<file path="src/hdl/sbh_pkg.sv">
// Purpose: shared constants and types for the backplane host address interface
// Assumes: 32-bit APB register access, one processor-side request port
// Notes: offsets are byte addresses of aligned words
package sbh_pkg;

	// register byte offsets
	localparam logic [7:0] OFF_MMU = 8'h00;
	localparam logic [7:0] OFF_CTRL = 8'h04;
	localparam logic [7:0] OFF_IOBASE = 8'h08;
	localparam logic [7:0] OFF_SOCKET = 8'h0c;
	localparam logic [7:0] OFF_STATUS = 8'h10;

	// mmu field positions
	localparam int MMU_BANK_START_LSB = 0;
	localparam int MMU_COMMON_START_LSB = 4;
	localparam int MMU_BANK_BASE_LSB = 8;
	localparam int MMU_COMMON_BASE_LSB = 16;

	// control field positions
	localparam int CTRL_MEM_WAIT_LSB = 0;
	localparam int CTRL_IO_WAIT_LSB = 4;
	localparam int CTRL_REFRESH_EN_BIT = 8;
	localparam int CTRL_TIMER_TOGGLE_OUTPUT_EN_BIT = 9;

	// socket field positions (socket n at n * SOCK_STRIDE)
	localparam int SOCK_BASE_LSB = 0;
	localparam int SOCK_SIZE_LSB = 4;
	localparam int SOCK_STRIDE = 8;

	// reset values
	localparam logic [31:0] RST_MMU = 32'h0000_00ff;
	localparam logic [1:0] RST_MEM_WAIT = 2'h3;
	localparam logic [2:0] RST_IO_WAIT = 3'h6;
	localparam logic RST_REFRESH_EN = 1'b1;
	localparam logic RST_TIMER_TOGGLE_OUTPUT_EN = 1'b0;
	localparam logic [9:0] RST_IO_BASE = 10'h000;
	localparam logic [15:0] RST_SOCKET = 16'h2200;

	// limits and timing counts
	localparam logic [2:0] IO_WAIT_MAX = 3'h6;
	localparam int ADDR_PHASE_CYCLES = 1;
	localparam int REFRESH_CYCLES = 1;

	// socket size codes
	localparam logic [1:0] SOCK_8K = 2'h0;
	localparam logic [1:0] SOCK_16K = 2'h1;
	localparam logic [1:0] SOCK_32K = 2'h2;

	typedef enum logic [1:0] {
		CYC_MEM = 2'h0,
		CYC_IO = 2'h1,
		CYC_INTACK = 2'h2
	} sbh_kind_t;

	typedef enum logic [2:0] {
		ST_IDLE = 3'h0,
		ST_ADDR = 3'h1,
		ST_WAIT = 3'h2,
		ST_DATA = 3'h3,
		ST_REFR = 3'h4
	} sbh_state_t;

	typedef struct packed {
		logic valid;
		sbh_kind_t kind;
		logic write;
		logic fetch;
		logic dma;
		logic [15:0] addr;
		logic [7:0] wdata;
	} sbh_req_t;

	typedef struct packed {
		logic done;
		logic internal_io;
		logic socket_hit;
		logic [7:0] rdata;
	} sbh_resp_t;

	typedef struct packed {
		logic [15:0] addr;
		logic [7:0] data;
		logic data_oe_n;
		logic mem_rq_n;
		logic io_rq_n;
		logic rd_n;
		logic wr_n;
		logic mem_sync_n;
		logic refresh_n;
		logic intack_n;
		logic [1:0] sock_cs_n;
		logic memex;
		logic ioexp;
	} sbh_bp_t;

endpackage

</file>
<file path="src/hdl/sbh_host_if.sv">
// Purpose: backplane host address interface with mmu, wait states and refresh
// Assumes: one clock pclk, backplane data inputs asynchronous to it
// Notes: registers reached over apb; no interrupt logic of its own
`timescale 1ns/1ps
`default_nettype none

// Functional notes
// - map 16-bit logical address through bank/common areas
// - present 20-bit multiplexed physical memory address
// - physical bits 0-15 drive address lines directly
// - bits 16-19 multiplexed onto data lines 0-3
// - physical bit 19 always driven low
// - timer toggle enabled kills address bit 18
// - insert zero to three memory wait states
// - insert zero to six io wait states
// - generate refresh strobe, software can disable it
// - memory expansion line held at ground
// - io expansion line held at ground
// - io cycles carry full 16-bit address
// - internal io block relocatable on 64-byte boundary
// - sockets decode in low 64K, 8K/16K/32K sizes
// - socket base selectable on 8K boundary
// - bidirectional data path for dma to sockets
// - mode 2 acknowledge reads vector from card
// - supply fault holds reset and blocks writes
module sbh_host_if (
	// apb clock and reset
	input wire logic pclk,
	input wire logic presetn,
	// apb slave
	input wire logic psel,
	input wire logic penable,
	input wire logic pwrite,
	input wire logic [7:0] paddr,
	input wire logic [31:0] pwdata,
	output logic [31:0] prdata,
	output logic pready,
	output logic pslverr,
	// processor request port
	input wire sbh_pkg::sbh_req_t cpu_req,
	output logic cpu_ready,
	output sbh_pkg::sbh_resp_t cpu_resp,
	// on-chip timer toggle
	input wire logic timer_toggle_output,
	output logic timer_output_pin,
	// backplane pins
	output sbh_pkg::sbh_bp_t bp_out,
	input wire logic [7:0] bp_data_in,
	// supply monitor
	input wire logic supply_fault,
	output logic sys_reset_n
);

	// register state
	logic [31:0] mmu_reg;
	logic [1:0] mem_wait_reg;
	logic [2:0] io_wait_reg;
	logic refresh_en_reg;
	logic timer_toggle_output_en_reg;
	logic [9:0] io_base_reg;
	logic [15:0] socket_reg;

	// synchronisers
	logic [7:0] din_meta_reg;
	logic [7:0] din_reg;
	logic fault_meta_reg;
	logic fault_reg;

	// cycle state
	sbh_pkg::sbh_state_t state_reg;
	sbh_pkg::sbh_state_t state_next;
	logic [2:0] wait_cnt_reg;
	sbh_pkg::sbh_req_t cur_reg;
	logic [19:0] phys_reg;
	logic [1:0] hit_reg;
	logic [7:0] refresh_row_reg;
	sbh_pkg::sbh_bp_t bp_next;

	// decoded request
	logic [19:0] phys_calc;
	logic [19:0] phys_sel;
	logic [1:0] hit_calc;
	logic io_internal;
	logic take;

	// socket hit: window of 1, 2 or 4 eight-kilobyte pages from the base
	function automatic logic sock_hit(input logic [19:0] pa, input logic [2:0] base,
		input logic [1:0] size);
		logic [2:0] off;
		logic [3:0] pages;
		off = 3'(pa[15:13] - base);
		case (size)
			sbh_pkg::SOCK_8K: pages = 4'h1;
			sbh_pkg::SOCK_16K: pages = 4'h2;
			sbh_pkg::SOCK_32K: pages = 4'h4;
			default: pages = 4'h0;
		endcase
		sock_hit = (pa[19:16] == 4'h0) && ({1'b0, off} < pages);
	endfunction

	always_comb begin
		logic [3:0] page;
		logic [7:0] base;
		page = cpu_req.addr[15:12];
		base = 8'h00;
		if (page >= mmu_reg[sbh_pkg::MMU_COMMON_START_LSB +: 4]) begin
			base = mmu_reg[sbh_pkg::MMU_COMMON_BASE_LSB +: 8];
		end else if (page >= mmu_reg[sbh_pkg::MMU_BANK_START_LSB +: 4]) begin
			base = mmu_reg[sbh_pkg::MMU_BANK_BASE_LSB +: 8];
		end
		phys_calc = {8'(base + {4'h0, page}), cpu_req.addr[11:0]};
		phys_calc[19] = 1'b0;
		// bit 18 lost to timer pin
		if (timer_toggle_output_en_reg) begin
			phys_calc[18] = 1'b0;
		end
	end

	generate
		for (genvar s = 0; s < 2; s++) begin : g_sock
			assign hit_calc[s] = (cpu_req.kind == sbh_pkg::CYC_MEM) && sock_hit(phys_calc,
				socket_reg[s*sbh_pkg::SOCK_STRIDE + sbh_pkg::SOCK_BASE_LSB +: 3],
				socket_reg[s*sbh_pkg::SOCK_STRIDE + sbh_pkg::SOCK_SIZE_LSB +: 2]);
		end
	endgenerate

	assign io_internal = (cpu_req.kind == sbh_pkg::CYC_IO) && (cpu_req.addr[15:6] == io_base_reg);

	assign phys_sel = (cpu_req.kind == sbh_pkg::CYC_MEM) ? phys_calc : {4'h0, cpu_req.addr};

	assign cpu_ready = (state_reg == sbh_pkg::ST_IDLE) && !fault_reg;
	assign take = cpu_ready && cpu_req.valid;

	// backplane input synchroniser
	always_ff @(posedge pclk or negedge presetn) begin
		if (!presetn) begin
			din_meta_reg <= 8'h00;
			din_reg <= 8'h00;
			fault_meta_reg <= 1'b1;
			fault_reg <= 1'b1;
		end else begin
			din_meta_reg <= bp_data_in;
			din_reg <= din_meta_reg;
			fault_meta_reg <= supply_fault;
			fault_reg <= fault_meta_reg;
		end
	end

	// reset held while supply is out of tolerance
	always_ff @(posedge pclk or negedge presetn) begin
		if (!presetn) begin
			sys_reset_n <= 1'b0;
		end else begin
			sys_reset_n <= !fault_reg;
		end
	end

	// apb register writes
	always_ff @(posedge pclk or negedge presetn) begin
		if (!presetn) begin
			mmu_reg <= sbh_pkg::RST_MMU;
			mem_wait_reg <= sbh_pkg::RST_MEM_WAIT;
			io_wait_reg <= sbh_pkg::RST_IO_WAIT;
			refresh_en_reg <= sbh_pkg::RST_REFRESH_EN;
			timer_toggle_output_en_reg <= sbh_pkg::RST_TIMER_TOGGLE_OUTPUT_EN;
			io_base_reg <= sbh_pkg::RST_IO_BASE;
			socket_reg <= sbh_pkg::RST_SOCKET;
		end else if (psel && penable && pwrite) begin
			case (paddr)
				sbh_pkg::OFF_MMU: mmu_reg <= {8'h00, pwdata[23:0]};
				sbh_pkg::OFF_CTRL: begin
					mem_wait_reg <= pwdata[sbh_pkg::CTRL_MEM_WAIT_LSB +: 2];
					if (pwdata[sbh_pkg::CTRL_IO_WAIT_LSB +: 3] > sbh_pkg::IO_WAIT_MAX) begin
						io_wait_reg <= sbh_pkg::IO_WAIT_MAX;
					end else begin
						io_wait_reg <= pwdata[sbh_pkg::CTRL_IO_WAIT_LSB +: 3];
					end
					refresh_en_reg <= pwdata[sbh_pkg::CTRL_REFRESH_EN_BIT];
					timer_toggle_output_en_reg <= pwdata[sbh_pkg::CTRL_TIMER_TOGGLE_OUTPUT_EN_BIT];
				end
				sbh_pkg::OFF_IOBASE: io_base_reg <= pwdata[15:6];
				sbh_pkg::OFF_SOCKET: socket_reg <= pwdata[15:0] & 16'h3737;
				default: begin
				end
			endcase
		end
	end

	// apb read path; zero-wait slave, unmapped offsets answer with an error
	assign pready = 1'b1;
	always_comb begin
		prdata = 32'h0000_0000;
		pslverr = 1'b0;
		case (paddr)
			sbh_pkg::OFF_MMU: prdata = mmu_reg;
			sbh_pkg::OFF_CTRL: prdata = {22'h0, timer_toggle_output_en_reg, refresh_en_reg, 1'b0,
				io_wait_reg, 2'h0, mem_wait_reg};
			sbh_pkg::OFF_IOBASE: prdata = {16'h0, io_base_reg, 6'h00};
			sbh_pkg::OFF_SOCKET: prdata = {16'h0, socket_reg};
			sbh_pkg::OFF_STATUS: prdata = {fault_reg, 7'h00, 1'b0, state_reg, phys_reg};
			default: pslverr = psel && penable;
		endcase
	end

	// timer pin shares the address bit 18 function
	always_ff @(posedge pclk or negedge presetn) begin
		if (!presetn) begin
			timer_output_pin <= 1'b0;
		end else begin
			timer_output_pin <= timer_toggle_output_en_reg && timer_toggle_output;
		end
	end

	// cycle sequencer
	always_comb begin
		state_next = state_reg;
		case (state_reg)
			sbh_pkg::ST_IDLE: begin
				if (take && !io_internal) begin
					state_next = sbh_pkg::ST_ADDR;
				end
			end
			sbh_pkg::ST_ADDR: begin
				if ((cur_reg.kind == sbh_pkg::CYC_MEM && mem_wait_reg == 2'h0) ||
					(cur_reg.kind != sbh_pkg::CYC_MEM && io_wait_reg == 3'h0)) begin
					state_next = sbh_pkg::ST_DATA;
				end else begin
					state_next = sbh_pkg::ST_WAIT;
				end
			end
			sbh_pkg::ST_WAIT: begin
				if (wait_cnt_reg == 3'h1) begin
					state_next = sbh_pkg::ST_DATA;
				end
			end
			sbh_pkg::ST_DATA: begin
				if (refresh_en_reg && cur_reg.fetch && cur_reg.kind == sbh_pkg::CYC_MEM) begin
					state_next = sbh_pkg::ST_REFR;
				end else begin
					state_next = sbh_pkg::ST_IDLE;
				end
			end
			sbh_pkg::ST_REFR: state_next = sbh_pkg::ST_IDLE;
			default: state_next = sbh_pkg::ST_IDLE;
		endcase
		// supply fault aborts any cycle
		if (fault_reg) begin
			state_next = sbh_pkg::ST_IDLE;
		end
	end

	always_ff @(posedge pclk or negedge presetn) begin
		if (!presetn) begin
			state_reg <= sbh_pkg::ST_IDLE;
		end else begin
			state_reg <= state_next;
		end
	end

	// request capture
	always_ff @(posedge pclk or negedge presetn) begin
		if (!presetn) begin
			cur_reg <= '0;
			phys_reg <= 20'h00000;
			hit_reg <= 2'h0;
		end else if (take) begin
			cur_reg <= cpu_req;
			phys_reg <= phys_sel;
			hit_reg <= hit_calc;
		end
	end

	// wait counter
	always_ff @(posedge pclk or negedge presetn) begin
		if (!presetn) begin
			wait_cnt_reg <= 3'h0;
		end else if (state_reg == sbh_pkg::ST_ADDR) begin
			if (cur_reg.kind == sbh_pkg::CYC_MEM) begin
				wait_cnt_reg <= {1'b0, mem_wait_reg};
			end else begin
				wait_cnt_reg <= io_wait_reg;
			end
		end else if (state_reg == sbh_pkg::ST_WAIT) begin
			wait_cnt_reg <= 3'(wait_cnt_reg - 3'h1);
		end
	end

	// refresh row counter advances once per refresh strobe
	always_ff @(posedge pclk or negedge presetn) begin
		if (!presetn) begin
			refresh_row_reg <= 8'h00;
		end else if (state_reg == sbh_pkg::ST_REFR) begin
			refresh_row_reg <= 8'(refresh_row_reg + 8'h01);
		end
	end

	// backplane pin values for the coming cycle, registered so pins never glitch
	always_comb begin
		sbh_pkg::sbh_req_t src;
		logic [19:0] src_pa;
		logic [1:0] src_hit;
		logic is_mem;
		logic on_board;
		// captured copies load at the take edge itself, too late for the address phase
		src = take ? cpu_req : cur_reg;
		src_pa = take ? phys_sel : phys_reg;
		src_hit = take ? hit_calc : hit_reg;
		is_mem = src.kind == sbh_pkg::CYC_MEM;
		on_board = |src_hit;
		bp_next = '0;
		bp_next.data_oe_n = 1'b1;
		bp_next.mem_rq_n = 1'b1;
		bp_next.io_rq_n = 1'b1;
		bp_next.rd_n = 1'b1;
		bp_next.wr_n = 1'b1;
		bp_next.mem_sync_n = 1'b1;
		bp_next.refresh_n = 1'b1;
		bp_next.intack_n = 1'b1;
		bp_next.sock_cs_n = 2'h3;
		bp_next.memex = 1'b0;
		bp_next.ioexp = 1'b0;
		case (state_next)
			sbh_pkg::ST_ADDR, sbh_pkg::ST_WAIT, sbh_pkg::ST_DATA: begin
				bp_next.addr = src_pa[15:0];
				bp_next.mem_rq_n = !is_mem;
				bp_next.io_rq_n = is_mem;
				bp_next.intack_n = src.kind != sbh_pkg::CYC_INTACK;
				bp_next.sock_cs_n = ~src_hit;
				if (state_next == sbh_pkg::ST_ADDR) begin
					// upper bits on data lines 0-3
					if (is_mem) begin
						bp_next.data = {4'h0, src_pa[19:16]};
						bp_next.data_oe_n = 1'b0;
						// sync low here, rising edge latches
						bp_next.mem_sync_n = 1'b0;
					end
				end else if (src.write) begin
					bp_next.data = src.wdata;
					bp_next.data_oe_n = 1'b0;
					// write strobe blocked on supply fault
					bp_next.wr_n = fault_reg;
				end else begin
					// acknowledge reads vector byte from card
					bp_next.rd_n = src.kind == sbh_pkg::CYC_INTACK;
				end
				// on-board socket reads drive the backplane read strobe low from the address phase on
				if (on_board && !src.write) begin
					bp_next.rd_n = 1'b0;
				end
			end
			sbh_pkg::ST_REFR: begin
				bp_next.addr = {8'h00, refresh_row_reg};
				bp_next.mem_rq_n = 1'b0;
				bp_next.refresh_n = 1'b0;
			end
			default: begin
			end
		endcase
	end

	always_ff @(posedge pclk or negedge presetn) begin
		if (!presetn) begin
			bp_out <= '{addr: 16'h0000, data: 8'h00, data_oe_n: 1'b1, mem_rq_n: 1'b1,
				io_rq_n: 1'b1, rd_n: 1'b1, wr_n: 1'b1, mem_sync_n: 1'b1, refresh_n: 1'b1,
				intack_n: 1'b1, sock_cs_n: 2'h3, memex: 1'b0, ioexp: 1'b0};
		end else begin
			bp_out <= bp_next;
		end
	end

	// answer to the processor; read data sampled from the synchronised bus
	always_ff @(posedge pclk or negedge presetn) begin
		if (!presetn) begin
			cpu_resp <= '0;
		end else begin
			cpu_resp.done <= 1'b0;
			if (take && io_internal) begin
				// internal block answers without a backplane cycle
				cpu_resp.done <= 1'b1;
				cpu_resp.internal_io <= 1'b1;
				cpu_resp.socket_hit <= 1'b0;
				cpu_resp.rdata <= 8'h00;
			end else if (state_reg == sbh_pkg::ST_DATA && !fault_reg) begin
				cpu_resp.done <= 1'b1;
				cpu_resp.internal_io <= 1'b0;
				cpu_resp.socket_hit <= |hit_reg;
				cpu_resp.rdata <= cur_reg.write ? 8'h00 : din_reg;
			end
		end
	end

endmodule // sbh_host_if

`default_nettype wire

</file>
<file path="config.mk">
export PLATFORM = sky130hd
export DESIGN_NAME = sbh_host_if
export DESIGN_NICKNAME = d
export VERILOG_FILES = /design/src/hdl/sbh_pkg.sv /design/src/hdl/sbh_host_if.sv
export SDC_FILE = /design/constraint.sdc
export NUM_CORES = 1
export LEC_CHECK = 0
export BUFFER_PORTS_ARGS = -buffer_cell sky130_fd_sc_hd__clkbuf_2
export CAP_MARGIN = 0
export CORE_UTILIZATION = 55
export CTS_BUF_LIST = sky130_fd_sc_hd__clkbuf_8
export DETAILED_ROUTE_END_ITERATION = 7
export HOLD_SLACK_MARGIN = 0.03
export PLACE_DENSITY_LB_ADDON = 0.05
export SYNTH_ARGS = -nofsm -noshare
export SYNTH_HDL_FRONTEND = slang
export SYNTH_SLANG_ARGS = --single-unit
</file>
<file path="constraint.sdc">
create_clock -name pclk -period 4.7 [get_ports pclk]
set_clock_uncertainty 0.15 [all_clocks]
set_input_delay 0.235 -clock pclk [delete_from_list [all_inputs] [get_ports pclk]]
set_output_delay 0.235 -clock pclk [all_outputs]
set_load 0.05 [all_outputs]
</file>
**Yosys cells after proc, flatten, opt, wreduce, memory -nomap -nowiden**

Index checks and enable logic that the tools add are counted.

- Register bits after elaboration: 181
- Bits in latches: 0
- Memory bits (writable): 0
- Memory bits (read-only): 0
- Input port bits: 85
- Output and inout bits: 84
- Logic and storage cells: 154
- Memories: 0

- Add/sub/neg operators: 5
- Multipliers: 0
- Divide/modulo/power cells: 0
- Order comparisons: 5
- Equal/unequal tests: 21
- Shift-type cells: 0
- Multiplexer cells: 39
- Bitwise gates (word level): 1
- Reductions and logical operators: 44

Operators by type and width:

| kind | number |
|---|---|
| one-hot mux 32 bit (5 select lines) | 1 |
| one-hot mux 16 bit (2 select lines) | 1 |
| 2-to-1 mux 29 bit | 1 |
| 2-to-1 mux 3 bit | 9 |
| 2-to-1 mux 9 bit | 3 |
| 2-to-1 mux 11 bit | 2 |
| 2-to-1 mux 20 bit | 1 |
| 2-to-1 mux 19 bit | 1 |
| logical AND 1 bit | 18 |
| one-hot mux 3 bit (3 select lines) | 2 |
| equality test 8 x 4 -> 1 bit (second input constant) | 2 |
| 2-to-1 mux 7 bit | 2 |
| equality test 3 x 2 -> 1 bit (second input constant) | 4 |
| logical NOT 2 bit | 6 |
| one-hot mux 3 bit (4 select lines) | 1 |
| equality test 10 bit | 1 |
| equality test 3 x 1 -> 1 bit (second input constant) | 3 |
| 2-to-1 mux 1 bit | 9 |
| adder 8 x 1 -> 8 bit (second input constant) | 1 |
| equality test 8 x 3 -> 1 bit (second input constant) | 1 |
| equality test 8 x 5 -> 1 bit (second input constant) | 1 |
| greater-or-equal comparator 4 bit | 2 |
| logical NOT 8 bit | 1 |
| < comparator 3 x 4 -> 1 bit | 2 |
| 23 further kinds | 40 |

**Longest topological paths before layout**

- Word-level depth: 13
- Gate-level depth with buffers: 19

**Least setup slack after synthesis**

Ideal clock, no wire load.

- Path type: register to register
- From: register mmu_reg[0]
- To: register bp_out[8] in the netlist's numbering
- Setup time: 91 ps
- Data arrival time: 4082 ps
- Required time: 4459 ps
- Setup slack: 376 ps
- Cell stages (with the launch flop): 18
- Period minus slack after synthesis: 4324 ps
- Cells stage by stage: dfstp_2 ha_1 nand2b_1 a2111oi_4 nor3_1 a22o_1 ha_1 fa_1 inv_1 ha_1 fa_1 inv_1 ha_1 a21boi_0 o21ai_0 nand4_1 o31ai_1 o31ai_1

RTL lines:

| what | RTL line | text |
|---|---|---|
| from (decl) | sbh_host_if.sv:55 | `logic [31:0] mmu_reg;` |
| from (signal assigned) | sbh_host_if.sv:161 | `mmu_reg <= sbh_pkg::RST_MMU;` |
| from (signal assigned) | sbh_host_if.sv:170 | `sbh_pkg::OFF_MMU: mmu_reg <= {8'h00, pwdata[23:0]};` |
| to (signal assigned) | sbh_host_if.sv:363 | `bp_out <= '{addr: 16'h0000, data: 8'h00, data_oe_n: 1'b1, mem_rq_n: 1'b1,` |
| to (signal assigned) | sbh_host_if.sv:367 | `bp_out <= bp_next;` |
| to (decl) | sbh_host_if.sv:47 | `output sbh_pkg::sbh_bp_t bp_out,` |

==> impl_metrics.toml <==
[outcome]
run_status = "complete, no violations"

[die]
core_region_area_um2 = 13300
initial_cell_density_of_the_core_pct = 56.4
num_rows = 42
design.portCount = 169
area_enclosed_by_the_die_boundary_um2 = 14100
die_y_um = 119
die-width_um = 119

[route]
drtPass1Iterations = 5
detail-route-antenna-nets = 0
routed_wire_length_per_instance_um = 18.0
num_vias = 5623
wirelength_mm = 18.7
detailedRoute.firstIterationViolations = 386
vias_per_cell = 5.43
remaining_drc_errors = 0

[synth]
synth_sequential_area_ratio_pct = 55.1
synthMuxAreaShare_pct = 11.8
synth_compound_area_share_pct = 11.3
synth_edf_count = 0
post_synth_design_cell_area_um2 = 7500
synth_adder_area_share_pct = 4.30
synth-async-reset-ratio_pct = 100
synth.area.top_cells = "sky130_fd_sc_hd__dfrtp_1, sky130_fd_sc_hd__mux2_2, sky130_fd_sc_hd__dfstp_2, sky130_fd_sc_hd__ha_1, sky130_fd_sc_hd__a22o_1"
synth_seq_cells = 164
synth_largest_type_area_fraction_pct = 45.7
synth_simple_gate_area_share_pct = 10.8
yosys.area.top_type = "sky130_fd_sc_hd__dfrtp_1"
synth_xor_xnor_area_share_pct = 2.68
synth-main-ff-cell = "sky130_fd_sc_hd__dfrtp_1"
dominant_combinational_cell_family_by_area_after_synthesis = "multiplexers"
average_size_of_a_mapped_cell_um2 = 12.1
synth-warning-count = 0
synth_cells = 621
synth_cell_types = 55

[timing]
report.final.hold_viol_count = 0
time_the_worst_path_needs_with_i_o_delays_and_setup_ns = 4.49
max_clock_freq_mhz = 223
period_share_pct = 95.6
setup-violations-final = 0
maxSlewHeadroom_pct = 27.3
layout_setup_ws_ns = 0.207
max_slew.worst_pin.slew_ns = 1.09
holdWs_ns = 0.114
timing.final.max_slew_violations = 0

[global_routing]
global_route.usage.met2_pct = 44.9
gr-total-overflow = 0
grt_start_max_net_pins = 75
met1_usage_pct = 38.2
grt_pass1_vias = 5714
grt_antenna_before_repair = 0
top_usage_layer = "met2"
grt_met3_usage_pct = 7.14
grt_usage_pct = 28.3
grt_pass1_wl_mm = 30.1

[layout]
final.fill_count = 963
finish.instance_area_um2 = 9540
final_net_count = 955
flow.area_growth_from_synthesis_pct = 27.1
antennaDiodeCount = 0
core_occupancy_in_the_finished_layout_pct = 71.8
flip_flop_count_of_the_largest_register_after_layout = 34
drive_gt1_share_pct = 37.0

[setup_path]
r2r_start = "mmu_reg[0]"
timing.critical_path.to_type = "register"
critical_path.startpoint = "mmu_reg[0]"
arrival_time_at_the_worst_endpoint_ns = 4.73
critPathMaxFanout = 3
worstSetupStartpointType = "register"
required_ns = 4.94
critPathKind = "register to register"

[power]
clockPowerShare_pct = 29.8
cellInternalPower_mw = 2.28
p_per_area_nw_per_um2 = 353
vdd.ir_drop.worst_v = 0.000244
pwr-share-comb_pct = 21.1
switching_share_pct = 32.4
netSwitchingPower_mw = 1.09
leakagePower_nw = 4.64
post-layout-total-power_mw = 3.37
p_seq_share_pct = 49.1

[worst_hold_path]
worstHoldStart = "cpu_req[23]"
min-delay-path-class = "input port to register"

[clock_network]
htree_num_levels = 4
numClockSinks = 164
cts.root.buffer_cell = "sky130_fd_sc_hd__clkbuf_8"
worst_skew_pair.late_latency_ns = 0.46
ctsLongestPathBuffers = 2
numCtsBuffers = 17
clk_transition_reported_paths_ns = 0.09
tritoncts_clock_tree = "yes"

[placed_design]
gpl.final_weighted_congestion = 0.884
post-dp-hpwl_mm = 13.3
port_buffers = 149
placed_cell_area_um2 = 8470
place_ws_ns = 0.121

[flow_run]
drv.max_cap_violation_count = 0
worst max-delay path, stage by stage (launching register included):
cell	delay, ns
sky130_fd_sc_hd__dfstp_2	0.54
sky130_fd_sc_hd__ha_1	0.22
sky130_fd_sc_hd__nand2b_4	0.15
sky130_fd_sc_hd__a2111oi_4	0.34
sky130_fd_sc_hd__nor3_2	0.11
sky130_fd_sc_hd__buf_4	0.16
sky130_fd_sc_hd__a22o_4	0.22
sky130_fd_sc_hd__fa_1	0.59
sky130_fd_sc_hd__inv_2	0.07
sky130_fd_sc_hd__ha_1	0.19
sky130_fd_sc_hd__fa_1	0.49
sky130_fd_sc_hd__inv_1	0.04
sky130_fd_sc_hd__ha_1	0.27
sky130_fd_sc_hd__a21boi_1	0.13
sky130_fd_sc_hd__o21ai_0	0.17
sky130_fd_sc_hd__nand4_1	0.15
sky130_fd_sc_hd__o31ai_1	0.22
sky130_fd_sc_hd__buf_4	0.16
sky130_fd_sc_hd__o31ai_1	0.07
stage by stage:
step                cells  TNS [ns]
floorplan             629         0
global placement      940         0
detailed placement    940         0
CTS                  1031         0
global route         1035   -0.0121
finish               1035         0
synthesized netlist by cell type (all sizes together), types with 6 or more instances:
cell / instances
clkbuf: 12
xnor2: 19
buf: 19
ha: 21
nand2: 34
dfstp: 27
nor4: 6
nor3b: 10
and2: 15
nor3: 10
inv: 29
nor2b: 10
dfrtp: 137
mux2i: 13
nand2b: 9
o21ai: 33
nand3: 10
a22o: 24
nor2: 33
a21oi: 18
a22oi: 9
mux2: 67
repair_timing:
action,4_1_cts,5_1_grt
buffers inserted,0,4
setup endpoints to repair,0,5
hold endpoints to repair,165,0
resized for setup,0,15
hold buffers,59,0
cells in the final DEF, fill, tap and decap left out, types with 4 or more instances in the layout:
master,instances
sky130_fd_sc_hd__clkinvlp_4,4
sky130_fd_sc_hd__a22oi_1,9
sky130_fd_sc_hd__inv_6,4
sky130_fd_sc_hd__nor3_2,4
sky130_fd_sc_hd__nor3b_1,9
sky130_fd_sc_hd__or3_1,4
sky130_fd_sc_hd__a21o_1,4
sky130_fd_sc_hd__dfstp_2,27
sky130_fd_sc_hd__nand4_1,4
sky130_fd_sc_hd__nand3_1,10
sky130_fd_sc_hd__nor3_1,4
sky130_fd_sc_hd__nand2b_1,8
sky130_fd_sc_hd__and2_1,15
sky130_fd_sc_hd__buf_4,20
sky130_fd_sc_hd__mux2_2,67
sky130_fd_sc_hd__o21a_1,4
sky130_fd_sc_hd__a222oi_1,4
sky130_fd_sc_hd__nor2b_1,10
sky130_fd_sc_hd__mux2i_1,13
sky130_fd_sc_hd__o21ai_0,31
sky130_fd_sc_hd__a21oi_1,18
sky130_fd_sc_hd__nor2_1,32
sky130_fd_sc_hd__nand2_1,33
sky130_fd_sc_hd__clkbuf_2,149
sky130_fd_sc_hd__xor2_1,4
sky130_fd_sc_hd__dfrtp_1,137
sky130_fd_sc_hd__ha_1,17
sky130_fd_sc_hd__inv_1,29
sky130_fd_sc_hd__conb_1,10
sky130_fd_sc_hd__dlygate4sd3_1,59
sky130_fd_sc_hd__a22o_1,23
sky130_fd_sc_hd__xnor2_1,19
sky130_fd_sc_hd__clkbuf_8,17
power groups by stage:
| stage | Combinational (mW) | Sequential, mW | Clock (mW) |
|---|---|---|---|
| after floorplan | 0.267 | 1.85 | 0 |
| after global placement | 0.655 | 1.67 | 0 |
| after detailed placement | 0.669 | 1.68 | 0 |
| after CTS | 0.709 | 1.65 | 1.02 |
| after global routing | 0.765 | 1.67 | 1.08 |
| final | 0.711 | 1.66 | 1.00 |
cell families (layout without fill, tap and decap cells):
kind of cell	after synthesis	count (layout)
mux	80	80
simple gates	149	149
flops	164	164
fa+ha+maj	24	24
other cells	2	10
buf+inv	60	290
xor+xnor	23	23
compound gates	119	119
layout make-up:
| type | instances | area, um2 | share of cell area, % |
|---|---|---|---|
| multi-input combinational | 405 | 3190 | 33.4 |
| tap | 176 | 220 | 2.31 |
| timing repair buffer | 229 | 1500 | 15.7 |
| sequential | 164 | 4140 | 43.4 |
| clock inverter | 15 | 154 | 1.61 |
| clock buffer | 17 | 234 | 2.45 |
| inverter | 29 | 109 | 1.14 |
per-layer routing:
metal / routed length [um] / vias up
met5: 0 / -
met4: 370 / 0
met3: 1080 / 21
met2: 8880 / 195
met1: 8350 / 2771
li1: - / 2636
final timing paths:
check,cells past startpoint,endpoint,slack [ns]
worst max register to register,18,bp_out[8],0.21
min in group asynchronous,2,cur_reg[6],0.20
worst max-delay path,18,bp_out[8],0.21
worst min-delay path,3,phys_reg[15],0.11
max in group asynchronous,3,socket_reg[8],3.07
worst min register to register,0,din_reg[0],0.20
(Power assumes the default switching activity.)
